**src/common/pprb_pkg.sv**
```systemverilog
// constants for the password protected register bank
// assumes an 8-bit register space with a 32-entry implemented window
package pprb_pkg;

	localparam int unsigned REG_COUNT = 32;

	// register offsets
	localparam logic [7:0] ADDR_CHIP_IDENTITY    = 8'h00;
	localparam logic [7:0] ADDR_POWER_PATH       = 8'h01;
	localparam logic [7:0] ADDR_INT_FLAGS_MASKS  = 8'h02;
	localparam logic [7:0] ADDR_CHARGER_0        = 8'h03;
	localparam logic [7:0] ADDR_CHARGER_1        = 8'h04;
	localparam logic [7:0] ADDR_CHARGER_2        = 8'h05;
	localparam logic [7:0] ADDR_CHARGER_3        = 8'h06;
	localparam logic [7:0] ADDR_BACKLIGHT_CTRL   = 8'h07;
	localparam logic [7:0] ADDR_BACKLIGHT_DUTY   = 8'h08;
	localparam logic [7:0] ADDR_ANALOG_MUX       = 8'h09;
	localparam logic [7:0] ADDR_DEVICE_STATUS    = 8'h0a;
	localparam logic [7:0] ADDR_UNLOCK_KEY       = 8'h0b;
	localparam logic [7:0] ADDR_POWER_GOOD_FLAGS = 8'h0c;
	localparam logic [7:0] ADDR_POWER_GOOD_DELAY = 8'h0d;
	localparam logic [7:0] ADDR_BUCK1_VOLTAGE    = 8'h0e;
	localparam logic [7:0] ADDR_BUCK2_VOLTAGE    = 8'h0f;
	localparam logic [7:0] ADDR_BUCK3_VOLTAGE    = 8'h10;
	localparam logic [7:0] ADDR_BUCK_SLEW        = 8'h11;
	localparam logic [7:0] ADDR_LINEAR1_VOLTAGE  = 8'h12;
	localparam logic [7:0] ADDR_LINEAR2_VOLTAGE  = 8'h13;
	localparam logic [7:0] ADDR_LOAD_SW1_VOLTAGE = 8'h14;
	localparam logic [7:0] ADDR_LOAD_SW2_VOLTAGE = 8'h15;
	localparam logic [7:0] ADDR_RAIL_ENABLE      = 8'h16;
	localparam logic [7:0] ADDR_UVLO_CONTROL     = 8'h18;
	localparam logic [7:0] ADDR_STROBE_1         = 8'h19;
	localparam logic [7:0] ADDR_STROBE_2         = 8'h1a;
	localparam logic [7:0] ADDR_STROBE_3         = 8'h1b;
	localparam logic [7:0] ADDR_STROBE_4         = 8'h1c;
	localparam logic [7:0] ADDR_DELAY_1          = 8'h1d;
	localparam logic [7:0] ADDR_DELAY_2          = 8'h1e;

	// unlock scheme
	localparam logic [7:0] UNLOCK_XOR_KEY = 8'h7d;
	localparam logic [7:0] UNLOCK_CLEARED = 8'h00;

	// one bit per offset: implemented, single unlock, double unlock
	localparam logic [31:0] MAPPED_MAP       = 32'h7f7f_ffff;
	localparam logic [31:0] SINGLE_LEVEL_MAP = 32'h7f40_2000;
	localparam logic [31:0] DOUBLE_LEVEL_MAP = 32'h003f_c000;

	// writable bits; read-only bits keep their reset value
	localparam logic [7:0] MASK_READ_ONLY  = 8'h00;
	localparam logic [7:0] MASK_INT_FLAGS  = 8'hf0;
	localparam logic [7:0] MASK_READ_WRITE = 8'hff;

	// fixed reset values
	localparam logic [7:0] RST_ZERO            = 8'h00;
	localparam logic [7:0] RST_POWER_PATH      = 8'h3d;
	localparam logic [7:0] RST_INT_FLAGS_MASKS = 8'h80;
	localparam logic [7:0] RST_CHARGER_1       = 8'hb1;
	localparam logic [7:0] RST_CHARGER_2       = 8'h80;
	localparam logic [7:0] RST_CHARGER_3       = 8'hb2;
	localparam logic [7:0] RST_BACKLIGHT_CTRL  = 8'hb1;
	localparam logic [7:0] RST_POWER_GOOD_DLY  = 8'h0c;
	localparam logic [7:0] RST_BUCK3_VOLTAGE   = 8'h08;
	localparam logic [7:0] RST_BUCK_SLEW       = 8'h06;
	localparam logic [7:0] RST_LINEAR1_VOLTAGE = 8'h09;
	localparam logic [7:0] RST_LINEAR2_VOLTAGE = 8'h38;
	localparam logic [7:0] RST_UVLO_CONTROL    = 8'h03;
	localparam logic [7:0] RST_STROBE_4        = 8'h40;

	// long push-button hold
	localparam longint unsigned CLK_HZ           = 100_000_000;
	localparam longint unsigned PB_HOLD_S        = 8;
	localparam int unsigned     PB_HOLD_CYCLES   = int'(PB_HOLD_S * CLK_HZ);

	typedef enum logic [2:0] {
		PHASE_IDLE    = 3'b001,
		PHASE_SUBADDR = 3'b010,
		PHASE_DATA    = 3'b100
	} pprb_phase_type;

	typedef enum logic [3:0] {
		PEND_NONE     = 4'b0001,
		PEND_FIRST    = 4'b0010,
		PEND_WAIT_KEY = 4'b0100,
		PEND_ARMED    = 4'b1000
	} pprb_pend_type;

endpackage

```
**src/design/pprb_register_bank.sv**
```systemverilog
// register file with write-unlock scheme behind a byte-level serial target
// assumes a bit engine on mclk delivering start, byte, read request and stop pulses
`timescale 1ns/1ps

module pprb_register_bank #(
	parameter logic [7:0]  CHIP_IDENTITY_VALUE = 8'h5a, // arbitrary
	parameter logic [7:0]  BUCK1_DEFAULT       = 8'h00,
	parameter logic [7:0]  BUCK2_DEFAULT       = 8'h00,
	parameter logic [7:0]  LOAD_SW1_DEFAULT    = 8'h00,
	parameter logic [7:0]  LOAD_SW2_DEFAULT    = 8'h00,
	parameter logic [7:0]  STROBE_1_DEFAULT    = 8'h00,
	parameter logic [7:0]  STROBE_2_DEFAULT    = 8'h00,
	parameter logic [7:0]  STROBE_3_DEFAULT    = 8'h00,
	parameter logic [7:0]  DELAY_1_DEFAULT     = 8'h00,
	parameter int unsigned LONG_PRESS_CYCLES   = pprb_pkg::PB_HOLD_CYCLES
) (
	input  wire logic         mclk,
	input  wire logic         rstn,
	input  wire logic         bus_start,
	input  wire logic         bus_read,
	input  wire logic         bus_wr_valid,
	input  wire logic [7:0]   bus_wr_data,
	input  wire logic         bus_rd_req,
	input  wire logic         bus_stop,
	input  wire logic         leave_active,
	input  wire logic         fault_event,
	input  wire logic         external_reset_low_pin,
	input  wire logic         pushbutton_input,
	output logic      [7:0]   bus_rd_data,
	output logic              bus_rd_valid,
	output logic      [255:0] reg_values
);

	// defaults per offset, variant ones from parameters
	function automatic logic [7:0] pick_default(input int unsigned a);
		logic [7:0] v;
		v = pprb_pkg::RST_ZERO;
		case (a)
			32'(pprb_pkg::ADDR_CHIP_IDENTITY):    v = CHIP_IDENTITY_VALUE;
			32'(pprb_pkg::ADDR_POWER_PATH):       v = pprb_pkg::RST_POWER_PATH;
			32'(pprb_pkg::ADDR_INT_FLAGS_MASKS):  v = pprb_pkg::RST_INT_FLAGS_MASKS;
			32'(pprb_pkg::ADDR_CHARGER_1):        v = pprb_pkg::RST_CHARGER_1;
			32'(pprb_pkg::ADDR_CHARGER_2):        v = pprb_pkg::RST_CHARGER_2;
			32'(pprb_pkg::ADDR_CHARGER_3):        v = pprb_pkg::RST_CHARGER_3;
			32'(pprb_pkg::ADDR_BACKLIGHT_CTRL):   v = pprb_pkg::RST_BACKLIGHT_CTRL;
			32'(pprb_pkg::ADDR_POWER_GOOD_DELAY): v = pprb_pkg::RST_POWER_GOOD_DLY;
			32'(pprb_pkg::ADDR_BUCK1_VOLTAGE):    v = BUCK1_DEFAULT;
			32'(pprb_pkg::ADDR_BUCK2_VOLTAGE):    v = BUCK2_DEFAULT;
			32'(pprb_pkg::ADDR_BUCK3_VOLTAGE):    v = pprb_pkg::RST_BUCK3_VOLTAGE;
			32'(pprb_pkg::ADDR_BUCK_SLEW):        v = pprb_pkg::RST_BUCK_SLEW;
			32'(pprb_pkg::ADDR_LINEAR1_VOLTAGE):  v = pprb_pkg::RST_LINEAR1_VOLTAGE;
			32'(pprb_pkg::ADDR_LINEAR2_VOLTAGE):  v = pprb_pkg::RST_LINEAR2_VOLTAGE;
			32'(pprb_pkg::ADDR_LOAD_SW1_VOLTAGE): v = LOAD_SW1_DEFAULT;
			32'(pprb_pkg::ADDR_LOAD_SW2_VOLTAGE): v = LOAD_SW2_DEFAULT;
			32'(pprb_pkg::ADDR_UVLO_CONTROL):     v = pprb_pkg::RST_UVLO_CONTROL;
			32'(pprb_pkg::ADDR_STROBE_1):         v = STROBE_1_DEFAULT;
			32'(pprb_pkg::ADDR_STROBE_2):         v = STROBE_2_DEFAULT;
			32'(pprb_pkg::ADDR_STROBE_3):         v = STROBE_3_DEFAULT;
			32'(pprb_pkg::ADDR_STROBE_4):         v = pprb_pkg::RST_STROBE_4;
			32'(pprb_pkg::ADDR_DELAY_1):          v = DELAY_1_DEFAULT;
			default:                              v = pprb_pkg::RST_ZERO;
		endcase
		return v;
	endfunction

	function automatic logic [7:0] pick_mask(input int unsigned a);
		logic [7:0] m;
		m = pprb_pkg::MASK_READ_WRITE;
		if (a == 32'(pprb_pkg::ADDR_CHIP_IDENTITY)) begin
			m = pprb_pkg::MASK_READ_ONLY;
		end else if (a == 32'(pprb_pkg::ADDR_POWER_GOOD_FLAGS)) begin
			m = pprb_pkg::MASK_READ_ONLY;
		end else if (a == 32'(pprb_pkg::ADDR_INT_FLAGS_MASKS)) begin
			m = pprb_pkg::MASK_INT_FLAGS;
		end else if (pprb_pkg::MAPPED_MAP[a] == 1'b0) begin
			m = pprb_pkg::MASK_READ_ONLY;
		end
		return m;
	endfunction

	// pin synchronisers: three stages, level moves when the last two agree
	logic [1:0] pin_raw;
	logic [1:0] pin_s1_reg;
	logic [1:0] pin_s2_reg;
	logic [1:0] pin_s3_reg;
	logic [1:0] pin_level_reg;

	assign pin_raw = {pushbutton_input, external_reset_low_pin};

	genvar g;
	generate
		for (g = 0; g < 2; g++) begin : gen_pin_sync
			always_ff @(posedge mclk or negedge rstn) begin
				if (!rstn) begin
					pin_s1_reg[g]    <= 1'b1;
					pin_s2_reg[g]    <= 1'b1;
					pin_s3_reg[g]    <= 1'b1;
					pin_level_reg[g] <= 1'b1;
				end else begin
					pin_s1_reg[g] <= pin_raw[g];
					pin_s2_reg[g] <= pin_s1_reg[g];
					pin_s3_reg[g] <= pin_s2_reg[g];
					if (pin_s2_reg[g] == pin_s3_reg[g]) begin
						pin_level_reg[g] <= pin_s3_reg[g];
					end
				end
			end
		end
	endgenerate

	// long press: fires every full hold period while the button stays low
	logic [31:0] pb_cnt_reg;
	logic        pb_fire_reg;
	wire  logic  pb_low;
	wire  logic  pb_done;

	assign pb_low  = ~pin_level_reg[1];
	assign pb_done = (pb_cnt_reg == 32'(LONG_PRESS_CYCLES - 1));

	always_ff @(posedge mclk or negedge rstn) begin
		if (!rstn) begin
			pb_cnt_reg  <= 32'h0000_0000;
			pb_fire_reg <= 1'b0;
		end else if (!pb_low) begin
			pb_cnt_reg  <= 32'h0000_0000;
			pb_fire_reg <= 1'b0;
		end else if (pb_done) begin
			pb_cnt_reg  <= 32'h0000_0000;
			pb_fire_reg <= 1'b1;
		end else begin
			pb_cnt_reg  <= pb_cnt_reg + 32'h0000_0001;
			pb_fire_reg <= 1'b0;
		end
	end

	// held for as long as the reset pin stays low
	wire logic soft_rst;
	assign soft_rst = leave_active | fault_event | ~pin_level_reg[0] | pb_fire_reg;

	// transaction tracking
	pprb_pkg::pprb_phase_type phase_reg;
	pprb_pkg::pprb_pend_type  pend_reg;
	logic [7:0]               ptr_reg;
	logic                     txn_wrote_key_reg;
	logic                     txn_other_reg;
	logic [7:0]               pend_addr_reg;
	logic [7:0]               pend_data_reg;
	logic [7:0]               regs_reg [pprb_pkg::REG_COUNT];

	wire logic [4:0] idx;
	wire logic       in_map;
	wire logic       sub_byte;
	wire logic       data_byte;
	wire logic       is_key;
	wire logic       key_match;
	wire logic       single_prot;
	wire logic       double_prot;
	wire logic       open_reg;
	wire logic       dbl_ok;
	wire logic       dbl_second;
	wire logic       commit;
	wire logic       key_clear;
	wire logic       key_only;
	wire logic [7:0] merged;
	wire logic [7:0] wmask;

	assign idx       = ptr_reg[4:0];
	assign in_map    = (ptr_reg[7:5] == 3'h0) && pprb_pkg::MAPPED_MAP[idx];
	assign sub_byte  = bus_wr_valid && (phase_reg == pprb_pkg::PHASE_SUBADDR);
	assign data_byte = bus_wr_valid && (phase_reg == pprb_pkg::PHASE_DATA);
	assign is_key    = (ptr_reg == pprb_pkg::ADDR_UNLOCK_KEY);
	// checked at this byte's own address, also inside a burst
	assign key_match = ((regs_reg[pprb_pkg::ADDR_UNLOCK_KEY[4:0]] ^ ptr_reg)
		== pprb_pkg::UNLOCK_XOR_KEY);
	assign single_prot = in_map && pprb_pkg::SINGLE_LEVEL_MAP[idx];
	assign double_prot = in_map && pprb_pkg::DOUBLE_LEVEL_MAP[idx];
	// key register lies below the protected range and so stays open
	assign open_reg    = in_map && !single_prot && !double_prot;
	assign dbl_ok      = data_byte && double_prot && key_match;
	assign dbl_second  = dbl_ok && (pend_reg == pprb_pkg::PEND_ARMED)
		&& (pend_addr_reg == ptr_reg) && (pend_data_reg == bus_wr_data);
	assign commit      = data_byte && (open_reg || (single_prot && key_match) || dbl_second);
	assign key_only    = txn_wrote_key_reg && !txn_other_reg;
	// a transaction that loaded the key leaves it in place
	assign key_clear   = bus_stop && !txn_wrote_key_reg;
	assign wmask       = pick_mask(32'(idx));
	assign merged      = (regs_reg[idx] & ~wmask) | (bus_wr_data & wmask);

	always_ff @(posedge mclk or negedge rstn) begin
		if (!rstn) begin
			phase_reg <= pprb_pkg::PHASE_IDLE;
			ptr_reg   <= 8'h00;
		end else if (bus_stop) begin
			phase_reg <= pprb_pkg::PHASE_IDLE;
		end else if (bus_start) begin
			phase_reg <= bus_read ? pprb_pkg::PHASE_DATA : pprb_pkg::PHASE_SUBADDR;
		end else if (sub_byte) begin
			ptr_reg   <= bus_wr_data;
			phase_reg <= pprb_pkg::PHASE_DATA;
		end else if (data_byte || (bus_rd_req && phase_reg == pprb_pkg::PHASE_DATA)) begin
			ptr_reg <= ptr_reg + 8'h01;
		end
	end

	// what kind of transaction this was, judged at its stop
	always_ff @(posedge mclk or negedge rstn) begin
		if (!rstn) begin
			txn_wrote_key_reg <= 1'b0;
			txn_other_reg     <= 1'b0;
		end else if (bus_stop || soft_rst) begin
			txn_wrote_key_reg <= 1'b0;
			txn_other_reg     <= 1'b0;
		end else if (data_byte && is_key) begin
			txn_wrote_key_reg <= 1'b1;
		end else if (data_byte || bus_rd_req) begin
			txn_other_reg <= 1'b1;
		end
	end

	// double level pending store: survives exactly one key-only transaction
	always_ff @(posedge mclk or negedge rstn) begin
		if (!rstn) begin
			pend_reg      <= pprb_pkg::PEND_NONE;
			pend_addr_reg <= 8'h00;
			pend_data_reg <= 8'h00;
		end else if (soft_rst) begin
			pend_reg <= pprb_pkg::PEND_NONE;
		end else if (bus_stop) begin
			case (pend_reg)
				pprb_pkg::PEND_FIRST: begin
					pend_reg <= pprb_pkg::PEND_WAIT_KEY;
				end
				pprb_pkg::PEND_WAIT_KEY: begin
					pend_reg <= key_only ? pprb_pkg::PEND_ARMED : pprb_pkg::PEND_NONE;
				end
				default: begin
					pend_reg <= pprb_pkg::PEND_NONE;
				end
			endcase
		end else if (dbl_second) begin
			pend_reg <= pprb_pkg::PEND_NONE;
		end else if (dbl_ok) begin
			pend_reg      <= pprb_pkg::PEND_FIRST;
			pend_addr_reg <= ptr_reg;
			pend_data_reg <= bus_wr_data;
		end else if (data_byte && pend_reg == pprb_pkg::PEND_ARMED) begin
			// a different byte in the confirming transaction voids the pair
			pend_reg <= pprb_pkg::PEND_NONE;
		end
	end

	// storage, one entry per offset
	generate
		for (g = 0; g < pprb_pkg::REG_COUNT; g++) begin : gen_regs
			localparam logic [7:0] DEF = pick_default(g);
			always_ff @(posedge mclk or negedge rstn) begin
				if (!rstn) begin
					regs_reg[g] <= DEF;
				end else if (soft_rst) begin
					regs_reg[g] <= DEF;
				end else if (g == 32'(pprb_pkg::ADDR_UNLOCK_KEY) && key_clear) begin
					regs_reg[g] <= pprb_pkg::UNLOCK_CLEARED;
				end else if (commit && ptr_reg == 8'(g)) begin
					regs_reg[g] <= merged;
				end
			end
			assign reg_values[g*8 +: 8] = regs_reg[g];
		end
	endgenerate

	// read path: unmapped offsets read as zero; no unlock is consulted
	wire logic [7:0] rd_mux;
	assign rd_mux = in_map ? regs_reg[idx] : 8'h00;

	always_ff @(posedge mclk or negedge rstn) begin
		if (!rstn) begin
			bus_rd_data  <= 8'h00;
			bus_rd_valid <= 1'b0;
		end else begin
			bus_rd_valid <= bus_rd_req && (phase_reg == pprb_pkg::PHASE_DATA);
			if (bus_rd_req && phase_reg == pprb_pkg::PHASE_DATA) begin
				bus_rd_data <= rd_mux;
			end
		end
	end

endmodule

```
**config.mk**
```make
export PLATFORM = sky130hd
export DESIGN_NAME = pprb_register_bank
export DESIGN_NICKNAME = d
export VERILOG_FILES = /design/src/common/pprb_pkg.sv /design/src/design/pprb_register_bank.sv
export SDC_FILE = /design/constraint.sdc
export NUM_CORES = 1
export LEC_CHECK = 0
export BUFFER_PORTS_ARGS = -buffer_cell sky130_fd_sc_hd__buf_2
export CAP_MARGIN = 0
export CORE_ASPECT_RATIO = 0.8
export CORE_MARGIN = 2
export CORE_UTILIZATION = 51
export CTS_CLUSTER_DIAMETER = 50
export CTS_CLUSTER_SIZE = 25
export DETAILED_ROUTE_END_ITERATION = 12
export GPL_TIMING_DRIVEN = 0
export PLACE_DENSITY = 0.77
export SLEW_MARGIN = 30
export SYNTH_ARGS = -nofsm -noshare
export SYNTH_HDL_FRONTEND = slang
export SYNTH_SLANG_ARGS = --single-unit
```
**constraint.sdc**
```tcl
create_clock -name mclk -period 3.57 [get_ports mclk]
set_clock_uncertainty 0.2 [all_clocks]
set_input_delay 0.357 -clock mclk [delete_from_list [all_inputs] [get_ports mclk]]
set_output_delay 0.357 -clock mclk [all_outputs]
set_load 0.1 [all_outputs]
```
; ---- Word level (Yosys, flattened, before mapping)
; Memory sizes are Yosys's and may differ from the RTL's.
; Cells that the tools add are included.
[word_totals]
register_bits = 339
mem_bits_ro = 96
inputBits = 19
out_inout_bits = 265
elab_cells = 320
memories = 3
[classes]
n_addsub = 2
order_cmp = 3
n_eq_ne = 45
mux = 99
bitwise = 14
n_reduce_logical = 103
[mem_list]
columns = name, words, width, rd, rd_ports_with_merged_regs, write_ports, line
row1 = (no name shown), 32, 1, 1, 0, 0, pprb_register_bank.sv:75  ; end else if (pprb_pkg::MAPPED_MAP[a] == 1'b0) begin
row2 = (no name shown), 32, 1, 1, 0, 0, pprb_register_bank.sv:176  ; assign double_prot = in_map && pprb_pkg::DOUBLE_LEVEL_MAP[idx];
row3 = (no name shown), 32, 1, 1, 0, 0, pprb_register_bank.sv:175  ; assign single_prot = in_map && pprb_pkg::SINGLE_LEVEL_MAP[idx];
[op_table]
columns = cell, n
row1 = 2-to-1 mux 8 bit, 74
row2 = equality test 8 x 5 -> 1 bit (second input constant), 16
row3 = nonzero test 2 bit, 34
row4 = equality test 8 x 4 -> 1 bit (second input constant), 8
row5 = 2-to-1 mux 32 bit, 2
row6 = logical AND 1 bit, 51
row7 = binary-select mux 8 bit (select 5 bit), 1
row8 = adder 32 x 1 -> 32 bit (second input constant), 1
row9 = equality test 32 x 30 -> 1 bit (second input constant), 1
row10 = equality test 8 x 3 -> 1 bit (second input constant), 4
row11 = 2-to-1 mux 4 bit, 6
row12 = bitwise AND 8 bit, 2
row13 = equality test 8 x 2 -> 1 bit (second input constant), 2
row14 = equality test 8 bit, 2
row15 = < comparator 5 x 6 -> 1 bit (second input constant), 2
row16 = 2-to-1 mux 3 bit, 4
row17 = 2-to-1 mux 1 bit, 11
row18 = adder 8 x 1 -> 8 bit (second input constant), 1
row19 = equality test 8 x 1 -> 1 bit (second input constant), 1
row20 = equality test 8 x 7 -> 1 bit (second input constant), 1
row21 = logical NOT 8 bit, 1
row22 = inverter 8 bit, 1
row23 = bitwise OR 8 bit, 1
row24 = one-hot mux 4 bit (2 select lines), 1
row25 = 23 further kinds, 38

; ---- Longest topological paths before layout
[logic_depth]
ltp_word = 15
ltp_mapped = 15
ltp_nobuf = 8

; ---- Worst setup path before layout
; No wires, ideal clock.
[synth_path]
path_kind = flip-flop to flip-flop
start = register ptr_reg[1]
end = register regs_reg (netlist bit reg_values[248])
setup_ns = 0.079
arrival_ns = 3.220
t_required_ns = 3.291
path_slack_ns = 0.072
path_stages_with_launch = 16
n_path_buf = 7
period_less_slack_ns = 3.498
path_cell_list = dfrtp_1 buf_2 buf_2 buf_2 buf_2 inv_1 ha_1 clkbuf_1 nand3b_1 nand3_1 mux2i_1 buf_1 a211oi_2 buf_4 nand2b_1 a21oi_1
[synth_via]
elab_chain_len = 13
word_cells_on_any_way = 46
classes_between = eq/ne: 5 / mux: 13 / bitwise: 6 / reduce/logical: 19 / memory: 3
[synth_lines]
columns = item, line
row1 = from (decl), pprb_register_bank.sv:143  ; logic [7:0] ptr_reg;
row2 = from (signal assigned), pprb_register_bank.sv:198  ; ptr_reg <= bus_wr_data;
row3 = from (signal assigned), pprb_register_bank.sv:201  ; ptr_reg <= ptr_reg + 8'h01;
row4 = branches (longest 13 deep; another with memory (32 x 1 bit)), -
row5 = "to (signal, indexed assignment)", pprb_register_bank.sv:262  ; regs_reg[g] <= pprb_pkg::UNLOCK_CLEARED;
row6 = "to (signal, indexed assignment)", pprb_register_bank.sv:264  ; regs_reg[g] <= merged;
row7 = to (decl), pprb_register_bank.sv:148  ; logic [7:0] regs_reg [pprb_pkg::REG_COUNT];
; Several ways; the timed one is not identified. The select of a mux whose other input is x is not followed.
; A chain may end at the register's enable or synchronous reset.

; ---- Worst setup path after layout
[layout_path]
start = register ptr_reg[3]
end = register regs_reg (netlist bit reg_values[65])
; Same word-level chain as after synthesis.

==> flow_summary.ini <==
[global_route]
grt_pass1_vias = 14825
grt_pass1_wl_um = 95620
grtUsageTotal_pct = 38.76
antenna_found_initial = 2
grt_max_degree = 88
grt.overflow.total = 0

[floorplanning]
die_area_um2 = 33630
core_area_um2 = 31570
io_pins = 284
core.rowCount = 58
die_h_um = 164.4
dieWidth_um = 204.5
initial_core_util_pct = 51.98

[yosys]
yosys_warnings = 0
synthDistinctLibCells = 67
synth_seq_cells = 339
synth_nets = 1604
synth-compound-area-share_pct = 19.74
synth_top_area_cell = dfrtp_1
yosysTopAreaCellShare_pct = 44.69
ys.flop_type = dfrtp_1
synth_top_family_by_area = compound AO/OA/AOI/OAI gates
ys_seq_area_share_pct = 52.05
synth-adder-area-share_pct = 0.5795
syn_avg_cell_area_um2 = 10.39
yosys-mux-area-fraction_pct = 10.15
synth_area_leaders = dfrtp_1 (45%), dfstp_2 (7.4%), o21ai_0 (7.2%), a21oi_1 (7.0%), mux4_2 (5.8%)
yosys.area_share.simple_pct = 10.32
netlist_instances = 1579
async_flop_share_pct = 100.0
synth_area_um2 = 16410
synth_xor_area_share_pct = 2.616
synth-edff-count = 0

[placed_design]
place_area_um2 = 18490
port-buffer-count = 282
dp_worst_setup_slack_ps = -1617
gp_congestion = 1.029
place_hpwl_um = 47330

[sta]
period_needed_ps = 3574
worst_pin_slew_ps = 869.4
drv_slew = 0
slew-limit-headroom_pct = 42.04
rsz0062_at_grt = true
hold_viol_final = 0
fin_crit_sh_pct = 100.1
setup_viol = 1
fmax_mhz = 279.8
final.setup.worst_slack_ps = -4.027

[clocking]
clockBufferDepth = 3
clockRootBuffer = clkbuf_16
clock-sinks = 339
numCtsBuffers = 30
htreeDepth = 1
cts_tree = yes
clk_latency_ps = 600
clk_pin_slew_worst_paths_ps = 70

[pwr]
switching_share_pct = 38.33
p_clk_share_pct = 32.1
ir_drop_mv = 0.4154
power_frac_comb_pct = 34.3
p_int_mw = 7.301
seqPwrFrac_pct = 33.5
switching_power_mw = 4.537
power_density_nw_per_um2 = 581.9
p_leak_nw = 9.625

[setup_path]
cp_max_fo = 10
critPathRequiredTime_ps = 3870
slowest_delay_ps = 430
setup.worst_path.class = reg -> reg
crit_cells = 11
start_kind = register
cpMaxStageDelayCell = dfrtp_1
timing.rr.end = reg_values[65]$_DFFE_PN0P_
endpoint_kind = register
crit_chain = buf_2 > clkbuf_2 > nand3b_1 > buf_4 > o221ai_1 > a211oi_1 > a31o_2 > nor2_2 > nor2_4 > buf_2 > a21oi_1
cp_common_cell = buf_2
r2r_slack_ps = -4
arrival_ps = 3880
cpLargestDelayFamily = buffers and inverters
endpoint = reg_values[65]$_DFFE_PN0P_
crit_buf_inv = 4
crit_start = ptr_reg[3]$_DFFE_PN0P_
reg2reg_from = ptr_reg[3]$_DFFE_PN0P_
r2r.worst_path.cells = 11

[routing]
vias = 15580
postRouteWirelength_um = 65240
drt_first_pass_iters = 6
wire_per_inst_um = 27.56
viasPerCell = 6.582
route.detailed.drc = 0
drtIter0Drc = 1992
final_antenna_net_count = 0

[worst_hold_path]
hold_path.class = in -> async

[finish]
layout-drive-gt1-share_pct = 30.71
area_growth_pct = 23.98
num_antenna_cells = 0
final_cell_mix = buf_2 (300), dfrtp_1 (291), o21ai_0 (232), a21oi_1 (230), nor2_1 (86)
stdcell_area_um2 = 20340
seqCellArea_um2 = 8543
nFillCells = 2569
final_common_cell = buf_2
nets = 1948
multi_input_area_um2 = 7411
fin_util_pct = 64.44
largest_reg_flops = 256

[outcome]
failed_checks = negative setup slack
status = finished, violations left

[job]
drv_cap = 0
-- routing by layer --
metal,global-route usage [%],share of wire [%],up-vias
met1,53.57,38,7667
met2,55.94,42,1259
met4,18.64,5.4,2
met5,0,0.023,-
met3,11.90,14,211
li1,-,-,6441
-- power groups by stage --
| stage | sequential (mW) | combinational [mW] | clock, mW |
|---|---|---|---|
| CTS | 3.96 | 3.76 | 3.80 |
| finish | 3.97 | 4.07 | 3.80 |
| floorplan | 4.29 | 1.68 | 0 |
| global route | 3.97 | 4.11 | 3.96 |
| detailed placement | 4.03 | 3.40 | 0 |
| global placement | 4.03 | 3.34 | 0 |
-- final cells by class --
cell class / instances / share of cell area, %
inverters: 11 / 0.2030
clock buffers: 37 / 4.121
clock inverters: 19 / 1.531
plain buffers: 147 / 4.318
multi-input cells: 1078 / 36.43
well taps: 420 / 2.583
flip-flops and latches: 339 / 42.00
repair buffers: 316 / 8.820
-- how the worst min path moves through the flow --
| stage | from | endpoint | cells past startpoint |
|---|---|---|---|
| 2_1_floorplan | rstn | bus_rd_data[0]$_DFFE_PN0P_ | 0 |
| 4_1_cts | rstn | reg_values[110]$_DFFE_PN0P_ | 2 |
| 5_1_grt | rstn | reg_values[102]$_DFFE_PN0P_ | 2 |
| 3_3_place_gp | pin_s1_reg[0]$_DFF_PN1_ | pin_s2_reg[0]$_DFF_PN1_ | 0 |
| 6_report | rstn | reg_values[102]$_DFFE_PN0P_ | 2 |
| 3_5_place_dp | rstn | reg_values[102]$_DFFE_PN0P_ | 1 |
-- cell families after synthesis --
kind of cell	count (synthesis)
buffers and inverters	163
DFF	339
AOI/OAI and AO/OA	571
muxes	112
xor gates and xnor gates	49
and+or+nand+nor	337
adders and majority gates	8
-- through the flow --
stage | TNS [ps] | power (mW) | hold slack, ps | std cells
floorplan | 0 | 5.970 | -138.6 | 1579
global placement | -1700060 | 7.368 | 146.5 | 2281
detailed placement | -344930 | 7.429 | 34.47 | 2285
CTS | -7.276 | 11.52 | 27.64 | 2363
global route | -139.6 | 12.04 | 50.19 | 2367
finish | -4.027 | 11.84 | 15.15 | 2367
-- repair_timing --
action	4_1_cts	5_1_grt
pin swaps	6	4
setup buffers	11	3
hold buffers	15	0
resized for setup	77	45
setup endpoints to repair	260	198
hold endpoints to repair	189	0
cloned	0	2
-- synth_stat cells, types with 3 or more instances --
cell,count
nor3_1,10
a22o_1,5
o21ai_0,235
nor4_1,10
or3b_2,3
and3_1,21
clkbuf_1,80
a31oi_1,5
buf_6,3
inv_1,11
and2_1,9
nand3b_1,6
nand4_1,22
nand2b_1,8
ha_1,6
dfstp_2,46
or3_1,9
mux4_2,42
o22ai_1,21
dfrtp_1,293
mux2_2,15
xor2_1,35
o41ai_1,6
a21oi_4,10
nand3_1,36
nor2_1,93
buf_1,6
a211oi_1,10
nand2_1,80
o21a_1,3
a21oi_2,8
o211ai_1,14
nor2b_1,7
and4_1,4
xnor2_1,14
buf_4,13
nor4b_1,5
a21oi_1,230
a22oi_1,3
mux2i_1,55
buf_2,48
or4_1,4
-- worst reg2reg max path: cells and delay by family, from the launching register on --
kind                   cells  cell delay (ps)
and+or+nand+nor            3              720
buffers and inverters      4             1110
AOI/OAI and AO/OA          4             1030
DFF                        1              430
Note: power is estimated with default switching activity, not from simulation.
